$ cat src/core/pbclk_pkg.sv
// Constants and carrier types for the port B clock and transmitter control registers.
// Assumes a single 100 MHz system clock and a register port decoded by the host serial interface.
`default_nettype none

package pbclk_pkg;

	// ==========================================================================
	// Register offsets and reset values
	localparam logic [7:0] PBCLK_OFS_PORT_B_CONTROL_2    = 8'h06;
	localparam logic [7:0] PBCLK_OFS_TRANSMITTER_CTRL_1  = 8'h07;
	localparam logic [3:0] PBCLK_RST_PORT_B_CONTROL_2    = 4'h0;
	localparam logic [7:0] PBCLK_RST_TRANSMITTER_CTRL_1  = 8'h00;
	localparam logic [3:0] PBCLK_PORT_B_CONTROL_2_UPPER  = 4'h0;

	// ==========================================================================
	// Field positions
	localparam int PBCLK_POS_FRAME_DIVIDER   = 0;
	localparam int PBCLK_POS_MASTER_SOURCE   = 2;
	localparam int PBCLK_POS_SLIP_SELECT     = 0;
	localparam int PBCLK_POS_VALIDITY        = 1;
	localparam int PBCLK_POS_BLOCK_START_DIR = 2;
	localparam int PBCLK_POS_INPUT_SOURCE    = 3;
	localparam int PBCLK_POS_TX_DIVIDER      = 5;
	localparam int PBCLK_POS_TX_CLOCK_SOURCE = 7;

	// ==========================================================================
	// Master clock source codes
	localparam logic [1:0] PBCLK_SRC_MAIN_REF     = 2'h0;
	localparam logic [1:0] PBCLK_SRC_RECEIVER_REF = 2'h1;
	localparam logic [1:0] PBCLK_SRC_RECOVERED    = 2'h2;
	localparam logic [1:0] PBCLK_SRC_RESERVED     = 2'h3;

	// ==========================================================================
	// Divider figures: frame period is 128 master clocks times (code + 1).
	localparam int         PBCLK_DIV_BASE          = 128;
	localparam int         PBCLK_BCK_PER_LRCK      = 64;
	localparam logic [5:0] PBCLK_LAST_BIT_TOGGLE   = 6'h3f;
	localparam int         PBCLK_NUM_MASTER_CLOCKS = 3;

	// ==========================================================================
	// Carrier types
	typedef struct packed
	{
		logic [1:0] master_source;
		logic [1:0] port_b_frame_divider;
	} pbclk_port_b_cfg_s;

	// Bit order equals the transmitter control register 1 layout.
	typedef struct packed
	{
		logic       transmitter_clock_source;
		logic [1:0] transmitter_clock_divider;
		logic [1:0] transmitter_input_source;
		logic       block_start_pin_direction;
		logic       validity;
		logic       slip_or_block_start_select;
	} pbclk_tx_cfg_s;

endpackage

`default_nettype wire

$ cat src/core/pbclk_div.sv
// Frame and bit clock generator for port B master mode.
// Assumes tick_i is a one-cycle pulse per rising edge of the selected master clock.
`timescale 1ns/1ps
`default_nettype none

module pbclk_div
(
	// Clock and reset
	input  wire logic       clk_i,
	input  wire logic       rst_i,
	// Control
	input  wire logic       en_i,
	input  wire logic       restart_i,
	input  wire logic       tick_i,
	input  wire logic [1:0] div_i,
	// Generated clocks
	output var  logic       bit_clk_o,
	output var  logic       frame_clk_o
);

	// ==========================================================================
	// Divider chain
	logic [1:0] half_cnt;
	logic [5:0] tog_cnt;
	logic       next_bit;
	logic       next_frame;
	logic [1:0] next_half_cnt;
	logic [5:0] next_tog_cnt;

	// The divider code equals the last index of master ticks per bit clock half period.
	always_comb
	begin
		next_half_cnt = half_cnt;
		next_tog_cnt  = tog_cnt;
		next_bit      = bit_clk_o;
		next_frame    = frame_clk_o;
		if (!en_i || restart_i)
		begin
			next_half_cnt = 2'h0;
			next_tog_cnt  = 6'h00;
			next_bit      = 1'b0;
			next_frame    = 1'b0;
		end
		else if (tick_i)
		begin
			if (half_cnt >= div_i)
			begin
				next_half_cnt = 2'h0;
				next_bit      = ~bit_clk_o;
				next_tog_cnt  = tog_cnt + 6'h01;
				if (tog_cnt == pbclk_pkg::PBCLK_LAST_BIT_TOGGLE)
				begin
					next_frame = ~frame_clk_o;
				end
			end
			else
			begin
				next_half_cnt = half_cnt + 2'h1;
			end
		end
	end

	always_ff @(posedge clk_i)
	begin
		if (rst_i)
		begin
			half_cnt    <= 2'h0;
			tog_cnt     <= 6'h00;
			bit_clk_o   <= 1'b0;
			frame_clk_o <= 1'b0;
		end
		else
		begin
			half_cnt    <= next_half_cnt;
			tog_cnt     <= next_tog_cnt;
			bit_clk_o   <= next_bit;
			frame_clk_o <= next_frame;
		end
	end

	// ==========================================================================
	// Checks on the generated ratios
	logic       armed;
	logic [8:0] tick_seen;
	logic [5:0] bit_chg;
	logic       frame_tog;

	assign frame_tog = (next_frame != frame_clk_o) && en_i && !restart_i;

	always_ff @(posedge clk_i)
	begin
		if (rst_i || !en_i || restart_i)
		begin
			armed     <= 1'b0;
			tick_seen <= 9'h000;
			bit_chg   <= 6'h00;
		end
		else if (tick_i)
		begin
			armed     <= armed | frame_tog;
			tick_seen <= frame_tog ? 9'h000 : tick_seen + 9'h001;
			bit_chg   <= frame_tog ? 6'h00 : bit_chg + 6'((next_bit != bit_clk_o) ? 1 : 0);
		end
	end

	a_frame_div_ratio: assert property (@(posedge clk_i) disable iff (rst_i)
		(tick_i && frame_tog && armed) |->
		(int'(tick_seen) == (pbclk_pkg::PBCLK_DIV_BASE / 2) * (int'(div_i) + 1) - 1))
		else $error("Frame clock half period does not match the divider code.");

	a_bit_per_frame: assert property (@(posedge clk_i) disable iff (rst_i)
		(frame_tog && armed) |->
		(int'(bit_chg) == pbclk_pkg::PBCLK_BCK_PER_LRCK - 1) && (next_bit != bit_clk_o)
		##1 $fell(bit_clk_o))
		else $error("Bit clock is not 64 times the frame clock.");

endmodule

`default_nettype wire

$ cat src/core/pbclk_regs.sv
// Port B control register 2 and transmitter control register 1 with port B master clock generation.
// Assumes register strobes and the mode, validity and slip inputs come from logic on CLK_SYS_I;
// the three master clock inputs are asynchronous pins and run well below half of CLK_SYS_I.
//
// Function
// - Frame divider codes give 128/256/384/512, reset 128.
// - Master bit clock is 64 times frame clock.
// - Source codes main, receiver ref, recovered; 11 reserved.
// - Bit 0 picks slip or block start trigger.
// - Register validity bit drives transmitted validity flag.
// - Transmitter register 1 fields at documented bit positions.
`timescale 1ns/1ps
`default_nettype none

module pbclk_regs
(
	// Clock and reset
	input  wire logic                     CLK_SYS_I,
	input  wire logic                     RST_I,
	// Register port
	input  wire logic [7:0]               REG_ADDR_I,
	input  wire logic [7:0]               REG_WDATA_I,
	input  wire logic                     REG_WR_I,
	input  wire logic                     REG_RD_I,
	output var  logic [7:0]               REG_RDATA_O,
	// Master clock candidates
	input  wire logic                     MAIN_REF_CLOCK_I,
	input  wire logic                     RECEIVER_REFERENCE_CLOCK_IN_I,
	input  wire logic                     RECOVERED_RECEIVER_CLOCK_I,
	// Port B clocks
	input  wire logic                     PORT_B_MASTER_SELECT_I,
	output var  logic                     PORT_B_BIT_CLOCK_O,
	output var  logic                     PORT_B_BIT_CLOCK_OE_O,
	output var  logic                     PORT_B_FRAME_CLOCK_O,
	output var  logic                     PORT_B_FRAME_CLOCK_OE_O,
	// Transmitter
	input  wire logic                     VALIDITY_SOURCE_SELECT_I,
	input  wire logic                     TX_STREAM_VALIDITY_I,
	input  wire logic                     TX_DATA_SLIP_I,
	input  wire logic                     TX_BLOCK_START_I,
	output var  logic                     TX_VALIDITY_O,
	output var  logic                     TRANSMITTER_SLIP_FLAG_SET_O,
	output var  pbclk_pkg::pbclk_tx_cfg_s TX_CONFIG_O
);

	// ==========================================================================
	// Register file
	pbclk_pkg::pbclk_port_b_cfg_s pb_cfg;
	pbclk_pkg::pbclk_port_b_cfg_s next_pb_cfg;
	pbclk_pkg::pbclk_tx_cfg_s     next_tx_cfg;
	logic [7:0]                   next_rdata;
	logic                         wr_pb;
	logic                         wr_tx;

	assign wr_pb = REG_WR_I && (REG_ADDR_I == pbclk_pkg::PBCLK_OFS_PORT_B_CONTROL_2);
	assign wr_tx = REG_WR_I && (REG_ADDR_I == pbclk_pkg::PBCLK_OFS_TRANSMITTER_CTRL_1);

	always_comb
	begin
		next_pb_cfg = pb_cfg;
		next_tx_cfg = TX_CONFIG_O;
		next_rdata  = REG_RDATA_O;
		if (wr_pb)
		begin
			next_pb_cfg.master_source        = REG_WDATA_I[pbclk_pkg::PBCLK_POS_MASTER_SOURCE +: 2];
			next_pb_cfg.port_b_frame_divider = REG_WDATA_I[pbclk_pkg::PBCLK_POS_FRAME_DIVIDER +: 2];
		end
		if (wr_tx)
		begin
			next_tx_cfg.transmitter_clock_source   = REG_WDATA_I[pbclk_pkg::PBCLK_POS_TX_CLOCK_SOURCE];
			next_tx_cfg.transmitter_clock_divider  = REG_WDATA_I[pbclk_pkg::PBCLK_POS_TX_DIVIDER +: 2];
			next_tx_cfg.transmitter_input_source   = REG_WDATA_I[pbclk_pkg::PBCLK_POS_INPUT_SOURCE +: 2];
			next_tx_cfg.block_start_pin_direction  = REG_WDATA_I[pbclk_pkg::PBCLK_POS_BLOCK_START_DIR];
			next_tx_cfg.validity                   = REG_WDATA_I[pbclk_pkg::PBCLK_POS_VALIDITY];
			next_tx_cfg.slip_or_block_start_select = REG_WDATA_I[pbclk_pkg::PBCLK_POS_SLIP_SELECT];
		end
		if (REG_RD_I)
		begin
			if (REG_ADDR_I == pbclk_pkg::PBCLK_OFS_PORT_B_CONTROL_2)
			begin
				next_rdata = {pbclk_pkg::PBCLK_PORT_B_CONTROL_2_UPPER, pb_cfg};
			end
			else if (REG_ADDR_I == pbclk_pkg::PBCLK_OFS_TRANSMITTER_CTRL_1)
			begin
				next_rdata = TX_CONFIG_O;
			end
			else
			begin
				next_rdata = 8'h00;
			end
		end
	end

	always_ff @(posedge CLK_SYS_I)
	begin
		if (RST_I)
		begin
			pb_cfg      <= pbclk_pkg::PBCLK_RST_PORT_B_CONTROL_2;
			TX_CONFIG_O <= pbclk_pkg::PBCLK_RST_TRANSMITTER_CTRL_1;
			REG_RDATA_O <= 8'h00;
		end
		else
		begin
			pb_cfg      <= next_pb_cfg;
			TX_CONFIG_O <= next_tx_cfg;
			REG_RDATA_O <= next_rdata;
		end
	end

	a_upper_nibble_zero: assert property (@(posedge CLK_SYS_I) disable iff (RST_I)
		(REG_RD_I && REG_ADDR_I == pbclk_pkg::PBCLK_OFS_PORT_B_CONTROL_2) |=> (REG_RDATA_O[7:4] == 4'h0))
		else $error("Upper bits of port B control register 2 read nonzero.");

	a_tx_readback_layout: assert property (@(posedge CLK_SYS_I) disable iff (RST_I)
		(wr_tx ##1 (REG_RD_I && !REG_WR_I && REG_ADDR_I == pbclk_pkg::PBCLK_OFS_TRANSMITTER_CTRL_1))
		|=> (REG_RDATA_O == $past(REG_WDATA_I, 2)) && (TX_CONFIG_O.validity == REG_RDATA_O[1]))
		else $error("Transmitter control register 1 readback differs from the written value.");

	// ==========================================================================
	// Master clock synchronisers and edge detect
	logic [pbclk_pkg::PBCLK_NUM_MASTER_CLOCKS-1:0] mclk_pin;
	logic [pbclk_pkg::PBCLK_NUM_MASTER_CLOCKS-1:0] mclk_meta;
	logic [pbclk_pkg::PBCLK_NUM_MASTER_CLOCKS-1:0] mclk_sync;
	logic [pbclk_pkg::PBCLK_NUM_MASTER_CLOCKS-1:0] mclk_last;
	logic [pbclk_pkg::PBCLK_NUM_MASTER_CLOCKS-1:0] mclk_rise;
	logic                                          tick;

	assign mclk_pin = {RECOVERED_RECEIVER_CLOCK_I, RECEIVER_REFERENCE_CLOCK_IN_I, MAIN_REF_CLOCK_I};

	genvar g;
	generate
		for (g = 0; g < pbclk_pkg::PBCLK_NUM_MASTER_CLOCKS; g++)
		begin : g_sync
			always_ff @(posedge CLK_SYS_I)
			begin
				if (RST_I)
				begin
					mclk_meta[g] <= 1'b0;
					mclk_sync[g] <= 1'b0;
					mclk_last[g] <= 1'b0;
				end
				else
				begin
					mclk_meta[g] <= mclk_pin[g];
					mclk_sync[g] <= mclk_meta[g];
					mclk_last[g] <= mclk_sync[g];
				end
			end
			assign mclk_rise[g] = mclk_sync[g] & ~mclk_last[g];
		end
	endgenerate

	// The reserved source code selects nothing, so the divider stands still.
	always_comb
	begin
		unique case (pb_cfg.master_source)
			pbclk_pkg::PBCLK_SRC_MAIN_REF:     tick = mclk_rise[0];
			pbclk_pkg::PBCLK_SRC_RECEIVER_REF: tick = mclk_rise[1];
			pbclk_pkg::PBCLK_SRC_RECOVERED:    tick = mclk_rise[2];
			pbclk_pkg::PBCLK_SRC_RESERVED:     tick = 1'b0;
		endcase
	end

	a_reserved_source_idle: assert property (@(posedge CLK_SYS_I) disable iff (RST_I)
		(pb_cfg.master_source == pbclk_pkg::PBCLK_SRC_RESERVED) |-> !tick ##1 $stable(PORT_B_BIT_CLOCK_O))
		else $error("Reserved master clock source produced clock activity.");

	// ==========================================================================
	// Port B clock generation and pin drive
	logic next_oe;
	logic oe;

	// Outside master mode the far end owns both clock pins, so the drivers are released.
	assign next_oe = PORT_B_MASTER_SELECT_I;

	always_ff @(posedge CLK_SYS_I)
	begin
		if (RST_I)
		begin
			oe <= 1'b0;
		end
		else
		begin
			oe <= next_oe;
		end
	end

	assign PORT_B_BIT_CLOCK_OE_O   = oe;
	assign PORT_B_FRAME_CLOCK_OE_O = oe;

	pbclk_div u_div
	(
		.clk_i       (CLK_SYS_I),
		.rst_i       (RST_I),
		.en_i        (PORT_B_MASTER_SELECT_I),
		.restart_i   (wr_pb),
		.tick_i      (tick),
		.div_i       (pb_cfg.port_b_frame_divider),
		.bit_clk_o   (PORT_B_BIT_CLOCK_O),
		.frame_clk_o (PORT_B_FRAME_CLOCK_O)
	);

	// ==========================================================================
	// Transmitter validity and slip trigger
	logic next_validity;
	logic next_slip_set;

	always_comb
	begin
		next_validity = VALIDITY_SOURCE_SELECT_I ? TX_CONFIG_O.validity : TX_STREAM_VALIDITY_I;
		next_slip_set = TX_CONFIG_O.slip_or_block_start_select ? TX_BLOCK_START_I : TX_DATA_SLIP_I;
	end

	always_ff @(posedge CLK_SYS_I)
	begin
		if (RST_I)
		begin
			TX_VALIDITY_O               <= 1'b0;
			TRANSMITTER_SLIP_FLAG_SET_O <= 1'b0;
		end
		else
		begin
			TX_VALIDITY_O               <= next_validity;
			TRANSMITTER_SLIP_FLAG_SET_O <= next_slip_set;
		end
	end

	a_validity_from_reg: assert property (@(posedge CLK_SYS_I) disable iff (RST_I)
		(VALIDITY_SOURCE_SELECT_I && $stable(TX_CONFIG_O)) |=> (TX_VALIDITY_O == $past(TX_CONFIG_O.validity)))
		else $error("Transmitted validity flag does not follow the register bit.");

	a_slip_by_block_start: assert property (@(posedge CLK_SYS_I) disable iff (RST_I)
		(TX_CONFIG_O.slip_or_block_start_select && TX_BLOCK_START_I) |=> TRANSMITTER_SLIP_FLAG_SET_O)
		else $error("Block start did not set the slip flag trigger.");

	a_slip_ignores_slip: assert property (@(posedge CLK_SYS_I) disable iff (RST_I)
		(!TX_CONFIG_O.slip_or_block_start_select && !TX_DATA_SLIP_I) |=> !TRANSMITTER_SLIP_FLAG_SET_O)
		else $error("Slip flag trigger set without a data slip.");

endmodule

`default_nettype wire

$ cat config.mk
export PLATFORM = sky130hd
export DESIGN_NAME = pbclk_regs
export DESIGN_NICKNAME = d
export VERILOG_FILES = /design/src/core/pbclk_pkg.sv /design/src/core/pbclk_div.sv /design/src/core/pbclk_regs.sv
export SDC_FILE = /design/constraint.sdc
export NUM_CORES = 1
export LEC_CHECK = 0
export ABC_AREA = 0
export BUFFER_PORTS_ARGS = -buffer_cell sky130_fd_sc_hd__buf_2
export CORE_MARGIN = 2
export CORE_UTILIZATION = 35
export CTS_BUF_LIST = sky130_fd_sc_hd__clkbuf_2
export CTS_CLUSTER_DIAMETER = 40
export CTS_CLUSTER_SIZE = 10
export DETAILED_ROUTE_END_ITERATION = 8
export PLACE_DENSITY = 0.61
export SKIP_LAST_GASP = 1
export SLEW_MARGIN = 20
export SYNTH_ARGS = -nofsm -noshare
export SYNTH_HDL_FRONTEND = slang
export SYNTH_HIERARCHICAL = 1
export SYNTH_SLANG_ARGS = --single-unit
$ cat constraint.sdc
create_clock -name CLK_SYS_I -period 4.4 [get_ports CLK_SYS_I]
set_input_delay 0.22 -clock CLK_SYS_I [delete_from_list [all_inputs] [get_ports CLK_SYS_I]]
set_output_delay 0.22 -clock CLK_SYS_I [all_outputs]
set_load 0.005 [all_outputs]
==> run metrics <==
clock sinks 42; Net Sw Power 155 uW; post-synthesis cell type count 40; largest family of logic cells by synthesized area simple AND/OR/NAND/NOR gates; antenna cells 0; LEAKAGE 0.000900 uW; post-synthesis mux area share 0.0808; Hold Path Sink TRANSMITTER_SLIP_FLAG_SET_O; status completed; CP delay by family, top compound AO/OA/AOI/OAI gates; compound-cell area share of the yosys netlist 0.0997; Seq cells post-synth 42; Antenna Nets Post-Route 0; DIE WIDTH 75.6 um; CP Max Fanout 9; Synth Area in XOR/XNOR 0.0341; Final TNS setup 0 ps; Sw Share 0.258; critical path buffer and inverter count 0; drt initial violations 43; Overall Global Routing Usage 0.136; Vias/cell 4.75; reg2reg start pb_cfg[2]; critical path cell sequence nor2_1, nand2_1, a221oi_1, o21ai_2, nor2_4, a311oi_2, a41o_1; Pwr Density 276 mW/mm^2; core area 0.00504 sq mm; Final period util 0.448; RSZ-0062 raised after global routing no; vias in the first global route 1,317; Die Height 75.6 um; Root Buffer clkbuf_2; worst min-delay path class in -> reg; Synth Flop Type dfxtp_1; WL per Instance 12.0 um; Synth Net Count 213; Setup violations, final 0; Synth Cell Area 0.00180 sq mm; nets@finish 265; worst path required time 4710 ps; Critical Path Slowest Stage Cell a221oi_1; most common cell after layout, fill and taps aside buf_2; final WL 3660 um; clock transition at the registers of the reported paths 220 ps; Critical Path Max Stage Delay 500 ps; Post-synth EDFFs 0; initial core utilization 0.356; fin crit period 1970 ps; final core occ 0.432; flop2flop setup slack 2430 ps; Crit Path Category reg -> reg; Mean Syn Cell Area 9.87 sq um; total power 601 uW; Std-Cell Rows 26; Remaining DRCs 0; Setup Fix Bufs, Post-CTS 0; hold path startpoint TX_BLOCK_START_I; final hold vios 0; Max-slew headroom 0.606; startpoint types register; clock power share 0.272; register area share after synthesis 0.468; layout cell share with drive strength beyond 1 0.294; worst path arrival time 2280 ps; Pins Over Slew Limit 0; Area Growth Syn to Fin 21.2%; initial antenna violation count 0; most frequent cells in the layout 49 x buf_2, 42 x dfxtp_1, 15 x nor2_1, 13 x nand2b_1, 11 x nor2b_1; Worst setup EP type register; Cells after Synth 182; worst skew pair latency 400 ps; max capacitance violation total 0; first-pass GRT wire length 5950 um; clk_skew 13.2 ps; Worst Reg-to-Reg Cells 7; area leader, netlist dfxtp_1; FMAX 0.508 GHz; Internal Power 446 uW; Top Ports 50; worst reg2reg endpoint u_div/frame_clk_o; routed vias 1,450; DIE AREA 0.00572 sq mm; area share of and/or/nand/nor cells after synthesis 0.253; worst-case clock buffer depth 2; DPL Wire Length 2590 um; GP Congestion 0.771; VDD IR max 0.138 mV; CTS H-Tree Depth 2; Synth async-reset ratio 0; Slew @ Worst Pin 590 ps; pin count of the biggest net entering global routing 38; logic gate share of total power 0.081; post_cts resized 0; area share of the largest cell type after synthesis 0.468; WHS Path Cells 3; TritonCTS buffer count 5; Initial DRT Pass Iterations 4; Flop pwr share 0.646; CTS tree built; fillcell total 515; number of I/O port buffers 49; post-synthesis adder-cell area fraction 0.0209; Yosys warning count 6; GRT Residual Overflow 0; Synth area leaders dfxtp_1 47%, mux2i_1 5.6%, nand2b_1 4.5%, nor2b_1 3.8%, nor2_1 3.1%
## power by group through the flow
| stage | combinational (uW) | sequential, uW | clock [uW] |
|---|---|---|---|
| 2_1_floorplan | 26.6 | 396 | 0 |
| 3_3_place_gp | 45.8 | 396 | 0 |
| 3_5_place_dp | 45.8 | 396 | 0 |
| 4_1_cts | 48.1 | 389 | 170 |
| 5_1_grt | 54.7 | 390 | 184 |
| 6_report | 48.9 | 389 | 164 |
## kinds of logic (layout without fill, tap and decap cells)
logic type      count (synthesis)  in the layout
flops                          42             42
simple gates                   75             75
buf+inv                        17             70
fa+ha+maj                       3              3
mux                            14             14
compound gates                 24             24
xor+xnor                        7              7
## cell type report
class | instances | area (sq um) | area share
multi-input cells | 123 | 877 | 0.403
inverters | 7 | 26.3 | 0.0121
repair buffers | 55 | 303 | 0.139
clock buffers | 5 | 25.0 | 0.0115
well taps | 70 | 87.6 | 0.0403
clock inverters | 3 | 16.3 | 0.00748
flip-flops and latches | 42 | 841 | 0.386
## sequential cells by signal, summed over array words and instances, names as in the netlist
| name | flops |
|---|---|
| PORT_B_BIT_CLOCK_OE_O | 1 |
| REG_RDATA_O | 8 |
| TRANSMITTER_SLIP_FLAG_SET_O | 1 |
| TX_CONFIG_O | 8 |
| TX_VALIDITY_O | 1 |
| mclk_last | 3 |
| mclk_meta | 3 |
| mclk_sync | 3 |
| pb_cfg | 4 |
| u_div/bit_clk_o | 1 |
| u_div/frame_clk_o | 1 |
| u_div/half_cnt | 2 |
| u_div/tog_cnt | 6 |
## timing repair
action	4_1_cts	5_1_grt
endpoints found under the setup margin	0	0
endpoints found under the hold margin	3	2
hold buffers	3	2
## worst register-to-register path, stage by stage (launching register included)
cell and delay, ps:
dfxtp_1 400, nor2_1 110, nand2_1 50, a221oi_1 500, o21ai_2 200, nor2_4 280, a311oi_2 140, a41o_1 210
## metal layers
layer  vias up  GRT usage  routed length [um]  part of all wire
met1       670      0.161                1650              0.45
met3         5     0.0595                 216             0.059
met5         -          0                   0                 0
met2        36      0.227                1770              0.48
met4         0     0.0351                  31            0.0085
li1        739          -                   -                 -
## Yosys cell counts (2+ instances only)
library cell / n
nor2_1: 15
ha_1: 3
mux2i_1: 10
dfxtp_1: 42
o31ai_1: 4
clkbuf_1: 6
nand2_1: 8
a32oi_1: 4
nand4_1: 8
inv_1: 6
nand3_1: 4
nor3_1: 5
nand2b_1: 13
buf_2: 2
nor2b_1: 11
mux2_2: 3
and4b_1: 2
xnor2_1: 6
a21oi_1: 9
## worst max-delay path by stage
stage	endpoint	startpoint	depth (start not counted)
4_1_cts	u_div/frame_clk_o	pb_cfg[2]	7
6_report	u_div/frame_clk_o	pb_cfg[2]	7
3_3_place_gp	u_div/frame_clk_o	REG_ADDR_I[0]	7
3_5_place_dp	u_div/frame_clk_o	pb_cfg[2]	7
5_1_grt	u_div/frame_clk_o	pb_cfg[2]	7
2_1_floorplan	u_div/frame_clk_o	pb_cfg[2]	7
## through the flow
| stage | hold slack, ps | setup WS (ps) | instances | instance area (sq um) |
|---|---|---|---|---|
| 6_report | 37.4 | 2430 | 305 | 2180 |
| 5_1_grt | 0.693 | 2180 | 305 | 2180 |
| 4_1_cts | 4.04 | 2420 | 303 | 2160 |
| 3_5_place_dp | 426 | 2480 | 292 | 2080 |
| 3_3_place_gp | 429 | 2530 | 292 | 2080 |
| 2_1_floorplan | 348 | 2690 | 182 | 1800 |
No activity file was read; power rests on OpenSTA's default activity.
